### config.mk
export PLATFORM = sky130hd
export DESIGN_NAME = i2c_port
export DESIGN_NICKNAME = d
export VERILOG_FILES = /design/src/design/i2c_pkg.sv /design/src/design/pin_sync.sv /design/src/design/i2c_port.sv
export SDC_FILE = /design/constraint.sdc
export NUM_CORES = 1
export LEC_CHECK = 0
export ABC_AREA = 1
export BUFFER_PORTS_ARGS = -buffer_cell sky130_fd_sc_hd__buf_4
export CAP_MARGIN = 10
export CORE_UTILIZATION = 25
export CTS_CLUSTER_DIAMETER = 200
export DETAILED_ROUTE_END_ITERATION = 8
export PLACE_DENSITY = 0.53
export SLEW_MARGIN = 20
export SYNTH_ARGS = -nofsm -noshare
export SYNTH_HDL_FRONTEND = slang
export SYNTH_SLANG_ARGS = --single-unit
### constraint.sdc
create_clock -name clk -period 3.9 [get_ports clk]
set_clock_uncertainty 0.05 [all_clocks]
set_input_delay 0.195 -clock clk [delete_from_list [all_inputs] [get_ports clk]]
set_output_delay 0.195 -clock clk [all_outputs]
set_load 0.05 [all_outputs]
### src/design/i2c_pkg.sv
// Constants shared by the two-wire bus controller and its pin synchroniser.
// Assumes a 200 MHz system clock and an APB register bus with byte offsets.
package i2c_pkg;

	// Register byte offsets on the APB bus.
	localparam logic [7:0] CTRL_OFS = 8'h00;
	localparam logic [7:0] STAT_OFS = 8'h04;
	localparam logic [7:0] DATA_OFS = 8'h08;
	localparam logic [7:0] ADDR_OFS = 8'h0c;
	localparam logic [7:0] DIV_OFS = 8'h10;

	// Control register bit positions.
	localparam int C_EN = 7;
	localparam int C_IE = 6;
	localparam int C_MS = 5;
	localparam int C_TX = 4;
	localparam int C_TRANSMIT_ACK_CONTROL = 3;
	localparam int C_RS = 2;

	// Status register bit positions.
	localparam int S_ICF = 7;
	localparam int S_AAS = 6;
	localparam int S_BB = 5;
	localparam int S_AL = 4;
	localparam int S_SRW = 2;
	localparam int S_IIF = 1;
	localparam int S_RECEIVED_ACK_FLAG = 0;

	// Values after reset.
	localparam logic [7:0] DIV_RST = 8'h3f;
	localparam logic [6:0] OWN_RST = 7'h00;
	localparam logic ICF_RST = 1'b1;

	// Bit count at which the acknowledge slot begins.
	localparam logic [3:0] ACK_BIT = 4'h8;
	localparam logic [3:0] LAST_BIT = 4'h7;
	// Bit count held from START until the clock first falls.
	localparam logic [3:0] PRE_BIT = 4'hf;

	typedef enum logic [2:0] {
		M_IDLE = 3'b000,
		M_START = 3'b001,
		M_HOLD = 3'b010,
		M_RUN = 3'b011,
		M_RS1 = 3'b100,
		M_RS2 = 3'b101,
		M_STOP1 = 3'b110,
		M_STOP2 = 3'b111
	} mst_t;

endpackage : i2c_pkg

### src/design/pin_sync.sv
// Three-stage synchroniser with agreement filter for one bus pin.
// Assumes the pin is asynchronous to clk; the output moves only when the
// second and third stages agree.
`timescale 1ns/1ps
module pin_sync
#(
	parameter int RST_VAL = 1
)
(
	// Clock and reset
	input wire logic clk,
	input wire logic rst,
	// Pin and filtered level
	input wire logic pin,
	output logic lvl
);
	import i2c_pkg::*;

	typedef struct packed {
		logic s1;
		logic s2;
		logic s3;
		logic v;
	} sync_t;

	sync_t q;
	sync_t d;

	if (RST_VAL != 0 && RST_VAL != 1)
	begin : g_chk
		$error("pin_sync: RST_VAL must be 0 or 1");
	end

	always_comb
	begin
		d = q;
		d.s1 = pin;
		d.s2 = q.s1;
		d.s3 = q.s2;
		if (q.s2 == q.s3)
		begin
			d.v = q.s3;
		end
	end

	always_ff @(posedge clk)
	begin
		if (rst)
		begin
			q <= {4{RST_VAL[0]}};
		end
		else
		begin
			q <= d;
		end
	end

	assign lvl = q.v;

endmodule : pin_sync

### src/design/i2c_port.sv
// Status, data and bus engine of a two-wire master/slave controller.
// Assumes an APB master on one side and open-drain bus wires on the other.
//
// Functional notes
// - Byte-complete low while shifting; set at ninth clock falling edge.
// - Addressed-as-slave set when received address equals own address.
// - A control register write clears addressed-as-slave, except in a cycle with an address match.
// - Bus-busy set on START, cleared on any STOP.
// - Arbitration lost when driving high in a transmit bit, seeing low.
// - Arbitration lost when master receiver's high ack reads low.
// - Arbitration lost when START is requested on a busy bus.
// - Arbitration lost when repeated START is requested in slave mode.
// - Arbitration lost on a STOP that our master did not request.
// - Arbitration-lost stays set until software writes zero.
// - Slave-direction shows the read/write bit of matched address.
// - Slave-direction valid only after complete transfer while addressed.
// - Interrupt-pending set on byte done, address match, arbitration loss.
// - Interrupt request raised while pending and enable bit set.
// - Received-ack captures data line level in the acknowledge bit.
// - Master transmit: data write starts a byte, MSB first.
// - Master receive: data read returns byte, starts next reception.
// - Slave data read/write functions only after own address matched.
// - Master-select makes START; repeat-start makes restart when owner.
// - On arbitration loss drop master-select, no STOP generated.
// - Data receiver acks when transmit-ack control is zero, else releases; a matched own address is always acked.
`timescale 1ns/1ps
module i2c_port
#(
	parameter int ADDR_W = 8
)
(
	// Clock and reset
	input wire logic clk,
	input wire logic rst,
	// APB slave
	input wire logic [ADDR_W-1:0] paddr,
	input wire logic psel,
	input wire logic penable,
	input wire logic pwrite,
	input wire logic [31:0] pwdata,
	output logic [31:0] prdata,
	output logic pready,
	output logic pslverr,
	// Bus clock wire
	input wire logic scl_in,
	output logic scl_out,
	output logic scl_oe,
	// Bus data wire
	input wire logic sda_in,
	output logic sda_out,
	output logic sda_oe,
	// Interrupt request
	output logic irq
);
	import i2c_pkg::*;

	if (ADDR_W < 5)
	begin : g_chk
		$error("i2c_port: ADDR_W too small for the register map");
	end

	typedef struct packed {
		logic ien;
		logic iie;
		logic master_select_bit;
		logic mtx;
		logic transmit_ack_control;
		logic [6:0] own;
		logic [7:0] div;
		logic [7:0] dcnt;
		logic byte_complete_flag;
		logic addressed_as_slave_flag;
		logic bus_busy_flag;
		logic arbitration_lost_flag;
		logic slave_direction_flag;
		logic interrupt_pending_flag;
		logic received_ack_flag;
		logic [7:0] data;
		logic [7:0] sh;
		logic [3:0] bits;
		logic inbyte;
		logic addr_ph;
		logic slv;
		logic hold;
		logic stop_req;
		mst_t mst;
		logic scl_low;
		logic sda_low;
		logic sclp;
		logic sdap;
		logic lo;
		logic [31:0] prdata;
		logic pready;
		logic pslverr;
		logic irq;
	} state_t;

	state_t q;
	state_t d;
	logic scl_s;
	logic sda_s;
	logic scl_r;
	logic scl_f;
	logic st_det;
	logic sp_det;
	logic tx;
	logic act;
	logic acc;
	logic [7:0] ofs;
	logic [7:0] w;
	logic wr_ctrl;
	logic wr_stat;
	logic match_ev;

	////////////////////////////////////////////////////////////////////////
	pin_sync #(.RST_VAL(1)) u_scl (
		.clk(clk),
		.rst(rst),
		.pin(scl_in),
		.lvl(scl_s)
	);

	pin_sync #(.RST_VAL(1)) u_sda (
		.clk(clk),
		.rst(rst),
		.pin(sda_in),
		.lvl(sda_s)
	);

	assign scl_r = scl_s & ~q.sclp;
	assign scl_f = ~scl_s & q.sclp;
	// Data moving while the clock stays high marks START or STOP.
	assign st_det = q.sdap & ~sda_s & scl_s & q.sclp;
	assign sp_det = ~q.sdap & sda_s & scl_s & q.sclp;
	// The address byte is always received when we are not the master.
	assign tx = q.mtx & ~(q.addr_ph & ~q.master_select_bit);
	assign act = q.inbyte & (q.master_select_bit | q.slv | q.addr_ph) & q.ien;
	assign acc = psel & penable & q.pready;
	assign ofs = 8'(paddr);
	assign w = pwdata[7:0];
	assign wr_ctrl = acc & pwrite & (ofs == CTRL_OFS);
	assign wr_stat = acc & pwrite & (ofs == STAT_OFS);
	assign match_ev = scl_f & act & q.addr_ph & ~q.master_select_bit
		& (q.bits == LAST_BIT) & (q.sh[7:1] == q.own);

	////////////////////////////////////////////////////////////////////////
	always_comb
	begin
		d = q;
		d.pready = 1'b0;
		d.pslverr = 1'b0;
		d.sclp = scl_s;
		d.sdap = sda_s;
		if (q.dcnt == 8'h00)
		begin
			d.dcnt = q.div;
		end
		else
		begin
			d.dcnt = q.dcnt - 8'h01;
		end

		// Setup phase: answer in the following access cycle.
		if (psel && !penable)
		begin
			d.pready = 1'b1;
			d.prdata = 32'h0;
			case (ofs)
				CTRL_OFS: d.prdata[7:0] = {q.ien, q.iie, q.master_select_bit, q.mtx,
					q.transmit_ack_control, 3'b000};
				STAT_OFS: d.prdata[7:0] = {q.byte_complete_flag, q.addressed_as_slave_flag, q.bus_busy_flag, q.arbitration_lost_flag,
					1'b0, q.slave_direction_flag, q.interrupt_pending_flag, q.received_ack_flag};
				DATA_OFS: d.prdata[7:0] = q.data;
				ADDR_OFS: d.prdata[7:0] = {q.own, 1'b0};
				DIV_OFS: d.prdata[7:0] = q.div;
				default: d.pslverr = 1'b1;
			endcase
		end

		// Software effects come first so hardware events below win.
		if (wr_ctrl)
		begin
			d.ien = w[C_EN];
			d.iie = w[C_IE];
			d.mtx = w[C_TX];
			d.transmit_ack_control = w[C_TRANSMIT_ACK_CONTROL];
			d.addressed_as_slave_flag = 1'b0;
			if (!q.master_select_bit && w[C_MS])
			begin
				if (q.bus_busy_flag)
				begin
					d.arbitration_lost_flag = 1'b1;
					d.interrupt_pending_flag = 1'b1;
				end
				else
				begin
					d.master_select_bit = 1'b1;
					d.mst = M_START;
				end
			end
			else if (q.master_select_bit && !w[C_MS])
			begin
				d.master_select_bit = 1'b0;
				d.stop_req = 1'b1;
				d.mst = M_STOP1;
			end
			else if (w[C_RS])
			begin
				if (q.master_select_bit)
				begin
					d.mst = M_RS1;
				end
				else
				begin
					d.arbitration_lost_flag = 1'b1;
					d.interrupt_pending_flag = 1'b1;
				end
			end
		end
		if (wr_stat)
		begin
			d.arbitration_lost_flag = q.arbitration_lost_flag & w[S_AL];
			d.interrupt_pending_flag = q.interrupt_pending_flag & w[S_IIF];
		end
		if (acc && pwrite && ofs == ADDR_OFS)
		begin
			d.own = w[7:1];
		end
		if (acc && pwrite && ofs == DIV_OFS)
		begin
			d.div = w;
		end
		if (acc && ofs == DATA_OFS && (q.master_select_bit || q.slv))
		begin
			if (pwrite && tx)
			begin
				d.data = w;
				d.sh = w;
				d.byte_complete_flag = 1'b0;
				d.hold = 1'b0;
				if (q.mst == M_HOLD || (!q.master_select_bit && q.hold))
				begin
					d.sda_low = ~w[7];
				end
				if (q.mst == M_HOLD)
				begin
					d.mst = M_RUN;
				end
			end
			else if (!pwrite && !tx)
			begin
				// Each read, the first a dummy one, releases the next byte.
				d.byte_complete_flag = 1'b0;
				d.hold = 1'b0;
				if (q.mst == M_HOLD)
				begin
					d.mst = M_RUN;
				end
			end
		end

		////////////////////////////////////////////////////////////////////
		// Master clock and condition generation on divider ticks.
		if (q.dcnt == 8'h00)
		begin
			case (q.mst)
				M_START:
				begin
					if (!q.sda_low && scl_s)
					begin
						d.sda_low = 1'b1;
					end
					else if (q.sda_low)
					begin
						d.scl_low = 1'b1;
						d.mst = M_HOLD;
					end
				end
				M_RUN:
				begin
					// Release only after our own fall has been seen, so the
					// next data bit is on the wire before the clock rises.
					if (q.scl_low)
					begin
						if (!scl_s && !q.sclp)
						begin
							d.scl_low = 1'b0;
						end
					end
					else if (scl_s)
					begin
						d.scl_low = 1'b1;
					end
				end
				M_RS1:
				begin
					d.sda_low = 1'b0;
					d.mst = M_RS2;
				end
				M_RS2:
				begin
					d.scl_low = 1'b0;
					d.mst = M_START;
				end
				M_STOP1:
				begin
					d.sda_low = 1'b1;
					d.mst = M_STOP2;
				end
				M_STOP2:
				begin
					if (q.scl_low)
					begin
						d.scl_low = 1'b0;
					end
					else if (scl_s)
					begin
						d.sda_low = 1'b0;
						d.mst = M_IDLE;
					end
				end
				default:
				begin
				end
			endcase
		end

		////////////////////////////////////////////////////////////////////
		// Bus observation: every participant shifts on the same edges.
		if (q.ien && st_det)
		begin
			d.bus_busy_flag = 1'b1;
			d.bits = PRE_BIT;
			d.inbyte = 1'b1;
			d.addr_ph = 1'b1;
			d.byte_complete_flag = 1'b0;
			d.slv = 1'b0;
			d.hold = 1'b0;
		end
		if (q.ien && sp_det)
		begin
			d.bus_busy_flag = 1'b0;
			d.inbyte = 1'b0;
			d.addr_ph = 1'b0;
			d.slv = 1'b0;
			d.hold = 1'b0;
			d.stop_req = 1'b0;
			if (q.master_select_bit && !q.stop_req)
			begin
				d.arbitration_lost_flag = 1'b1;
				d.interrupt_pending_flag = 1'b1;
				d.master_select_bit = 1'b0;
				d.mst = M_IDLE;
				d.scl_low = 1'b0;
				d.sda_low = 1'b0;
			end
		end
		if (scl_r && act)
		begin
			if (q.bits != ACK_BIT)
			begin
				d.sh = {q.sh[6:0], sda_s};
			end
			else
			begin
				d.received_ack_flag = sda_s;
			end
			// A released line read low means another master won.
			if (q.master_select_bit && !q.sda_low && !sda_s
				&& (q.bits == ACK_BIT ? !tx : tx))
			begin
				d.arbitration_lost_flag = 1'b1;
				d.interrupt_pending_flag = 1'b1;
				d.master_select_bit = 1'b0;
				d.mst = M_IDLE;
				d.scl_low = 1'b0;
				d.sda_low = 1'b0;
			end
		end
		if (scl_f && act)
		begin
			if (q.bits == LAST_BIT)
			begin
				d.bits = ACK_BIT;
				if (q.addr_ph && !q.master_select_bit)
				begin
					if (match_ev)
					begin
						d.slv = 1'b1;
						d.addressed_as_slave_flag = 1'b1;
						d.slave_direction_flag = q.sh[0];
						d.sda_low = 1'b1;
					end
					else
					begin
						d.inbyte = 1'b0;
						d.addr_ph = 1'b0;
					end
				end
				else
				begin
					d.sda_low = ~tx & ~q.transmit_ack_control;
				end
			end
			else if (q.bits == ACK_BIT)
			begin
				d.byte_complete_flag = 1'b1;
				d.interrupt_pending_flag = 1'b1;
				d.bits = 4'h0;
				d.addr_ph = 1'b0;
				d.hold = 1'b1;
				d.sda_low = 1'b0;
				if (!tx)
				begin
					d.data = q.sh;
				end
				if (q.master_select_bit)
				begin
					d.mst = M_HOLD;
				end
			end
			else if (q.bits == PRE_BIT)
			begin
				// The fall that follows START opens the first bit cell.
				d.bits = 4'h0;
			end
			else
			begin
				d.bits = q.bits + 4'h1;
				d.sda_low = tx & ~q.sh[7];
			end
		end

		// A slave stretches the clock until software serves the byte.
		if (!d.master_select_bit && d.mst == M_IDLE)
		begin
			d.scl_low = d.hold & d.slv;
		end
		if (!d.ien)
		begin
			d.master_select_bit = 1'b0;
			d.mst = M_IDLE;
			d.scl_low = 1'b0;
			d.sda_low = 1'b0;
			d.inbyte = 1'b0;
			d.slv = 1'b0;
			d.hold = 1'b0;
		end
		d.irq = d.interrupt_pending_flag & d.iie;
	end

	always_ff @(posedge clk)
	begin
		if (rst)
		begin
			q <= '0;
			q.div <= DIV_RST;
			q.own <= OWN_RST;
			q.byte_complete_flag <= ICF_RST;
			q.mst <= M_IDLE;
		end
		else
		begin
			q <= d;
		end
	end

	assign prdata = q.prdata;
	assign pready = q.pready;
	assign pslverr = q.pslverr;
	assign scl_out = q.lo;
	assign scl_oe = q.scl_low;
	assign sda_out = q.lo;
	assign sda_oe = q.sda_low;
	assign irq = q.irq;
endmodule : i2c_port

==> run metrics <==
io pins=86; min cycle time layout=2120 ps; Max rail drop VDD=0.000218 V; Die Wd=139 um; most frequent cells in the layout=120 x nand2_1, 92 x inv_1, 86 x dfxtp_1, 52 x nor2_1, 50 x o21ai_0; CP startpoint kind=flop; Post-CTS Setup Repair Bufs=0; r2r setup slk=1780 ps; Cell Area, Synth=4700 um2; vias in the first global route=3,867; FILL cells=1,976; ANT cells=0; setup violators final=0; compound-gate portion of the synthesized area=17.6%; commonest non-fill, non-tap cell in the layout=nand2_1; Crit path top cell by count=inv_1; register area share after synthesis=36.6%; 1st-iter DRT viols=306; post-synthesis register bit count=86; post-route ant nets=0; # rows=49; fin area=5340 um2; Adder-Cell Fraction of Synth Area=0.799%; RSZ-0062 raised after global routing=false; main combinational cell family by area after synthesis=simple AND/OR/NAND/NOR gates; period utilization=54.4%; first-pass GRT wire length=20,700 um; CTS clk-pin slew, worst paths=70 ps; Clock Latency Late Sink=350 ps; Initial Util=25.8%; count of cell types in the netlist=46; All-Layer GR Usage=13.7%; Worst R2R Start=pready; Worst Path Buf+Inv=2; Synth Area in Simple Gates=28.2%; fraction of layout cells with a size suffix above 1=15.4%; Max Slew Vio Count=0; slowest cell delay on critical path=500 ps; Layout area overhead=13.7%; hold_buf cts=2; PwrDens=393 nW/um2; Crit. path cell count=7; die height=139 um; DR WL/cell=13.6 um; largest net degree at the start of global routing=43; initial antenna violation count=0; Hold Path Depth=3; drc violations=8; vias=4,179; Bufs on Longest Clock Path=2; critical path arrival=2320 ps; violated checks=DRC; CP Max Fanout=11; hold path start=pwdata[0]; number of synthesized flops with an enable pin=0; Detailed Place HPWL=9620 um; Via density=4.53; Hold Path Class=in -> reg; Max-Cap Viols=0; yosys warns=0; H-Tree Depth=3; placed inst area=5040 um2; Syn Area/Cell=7.12 um2; CTS tree=done; xor and xnor area share after synthesis=1.12%; routability cong.=0.827; core box area=18,200 um2; Hold Path Sink=q[83]; outcome=complete, but fails checks; Largest delay share family, worst path=simple AND/OR/NAND/NOR gates; clock root buffer=clkbuf_16; share of synthesized registers carrying an async set or reset=0%; Hold Violations, Final=0; # port buffers=35; TritonCTS buffer count=9; Layout Nets=739; Final Power=2.10 mW; mux cell area share after synthesis=0%; slew margin rel.=58.2%; reg2reg path depth=7; GR Overflow Total=0; CP Cell Sequence=nand3_1 -> nor2_4 -> inv_1 -> nor2_1 -> inv_1 -> o21ai_0 -> a21oi_1; critical path required time=4090 ps; CP endpoint kind=flop; WL final=12,600 um; leak pwr=2.47 nW; Syn Inst Count=660; Post-CTS Resized=0; RR Endpoint=q[90]; CP Class=reg -> reg; TNS Setup=0 ps; clk sinks=86; ys flop type=dfxtp_1; Die ar.=19,300 um2; Pre-Repair DR Iteration Count=7; FMAX=471 MHz; Slew @ Worst Pin=625 ps; critical-path cell with the highest stage delay=nor2_1
-- flip-flops by register name, summed over array words and instances, names as in the netlist --
| signal | cells |
|---|---|
| irq | 1 |
| scl_oe | 1 |
| pready | 1 |
| u_scl.lvl | 1 |
| sda_oe | 1 |
| pslverr | 1 |
| q | 65 |
| u_sda.lvl | 1 |
| u_sda.d | 2 |
| u_scl.q | 1 |
| u_scl.d | 2 |
| prdata | 8 |
| u_sda.q | 1 |
-- layer usage --
metal  up-vias  share of wire, %  track usage, %
met5         -                 0               0
met4         0               1.5            4.39
met3        13               4.1            2.66
met2        98                44            21.4
met1      1899                50            18.9
li1       2169                 -               -
-- per-stage QoR --
stage | std cells | setup WS, ps | hold slack [ps] | utilization [%]
6_report | 923 | 1780 | 60.8 | 29.3
5_1_grt | 923 | 1510 | 59.1 | 29.3
4_1_cts | 923 | 1780 | 37.8 | 29.3
3_5_place_dp | 905 | 1780 | 333 | 27.7
3_3_place_gp | 905 | 1770 | 329 | 27.7
2_1_floorplan | 685 | 1990 | 228 | -
-- power by group --
part           internal [mW]  switching [mW]  leakage, nW
logic                 0.0945           0.228         1.64
registers              0.916          0.0264        0.698
clock network          0.465           0.367        0.138
total                   1.48           0.621         2.47
-- layout make-up --
class	count	area, um2	share of cell area (%)
Inverter	107	418	7.82
Multi-Input combinational cell	447	2340	43.8
Timing Repair Buffer	38	290	5.43
Clock buffer	11	253	4.73
Sequential cell	86	1720	32.2
Tap cell	229	287	5.36
Clock inverter	5	33.8	0.632
-- synthesized netlist by cell type, drive strengths merged (3+ instances only) --
cell type | count | area share (%)
a21oi | 44 | 4.9
o21ai | 53 | 5.6
o22ai | 5 | 0.67
o211ai | 22 | 3.5
buf | 38 | 6.1
dfxtp | 86 | 37
or2 | 5 | 0.67
ha | 3 | 0.80
inv | 103 | 8.3
a221oi | 6 | 1.1
clkinv | 4 | 0.56
nand4 | 7 | 1.1
nor2 | 65 | 7.1
nand3 | 44 | 5.0
clkbuf | 7 | 0.56
nor3 | 15 | 2.1
xnor2 | 4 | 0.75
nand2 | 134 | 12
-- how the worst max path moves through the flow --
| stage | slack [ps] | from | to |
|---|---|---|---|
| after detailed placement | 1780 | pready | q[90] |
| after CTS | 1780 | pready | q[90] |
| after global placement | 1770 | pready | q[90] |
| after floorplan | 1990 | pready | scl_oe |
| final | 1780 | pready | q[90] |
| after global routing | 1510 | pready | q[90] |
-- worst register-to-register path, delay by kind of cell (launching register included) --
kind	cells	cell delay [ps]
flip-flops	1	330
AND/OR/NAND/NOR	3	1070
AO/OA/AOI/OAI	2	260
buffers and inverters	2	310
-- kinds of logic (layout without fill, tap and decap cells) --
| family | count (synthesis) | after routing |
|---|---|---|
| buf+inv | 152 | 161 |
| flops | 86 | 86 |
| xor+xnor | 6 | 6 |
| fa+ha+maj | 3 | 3 |
| other cells | 1 | 26 |
| simple gates | 272 | 272 |
| compound gates | 140 | 140 |
Note: power is estimated with default switching activity, not from simulation.
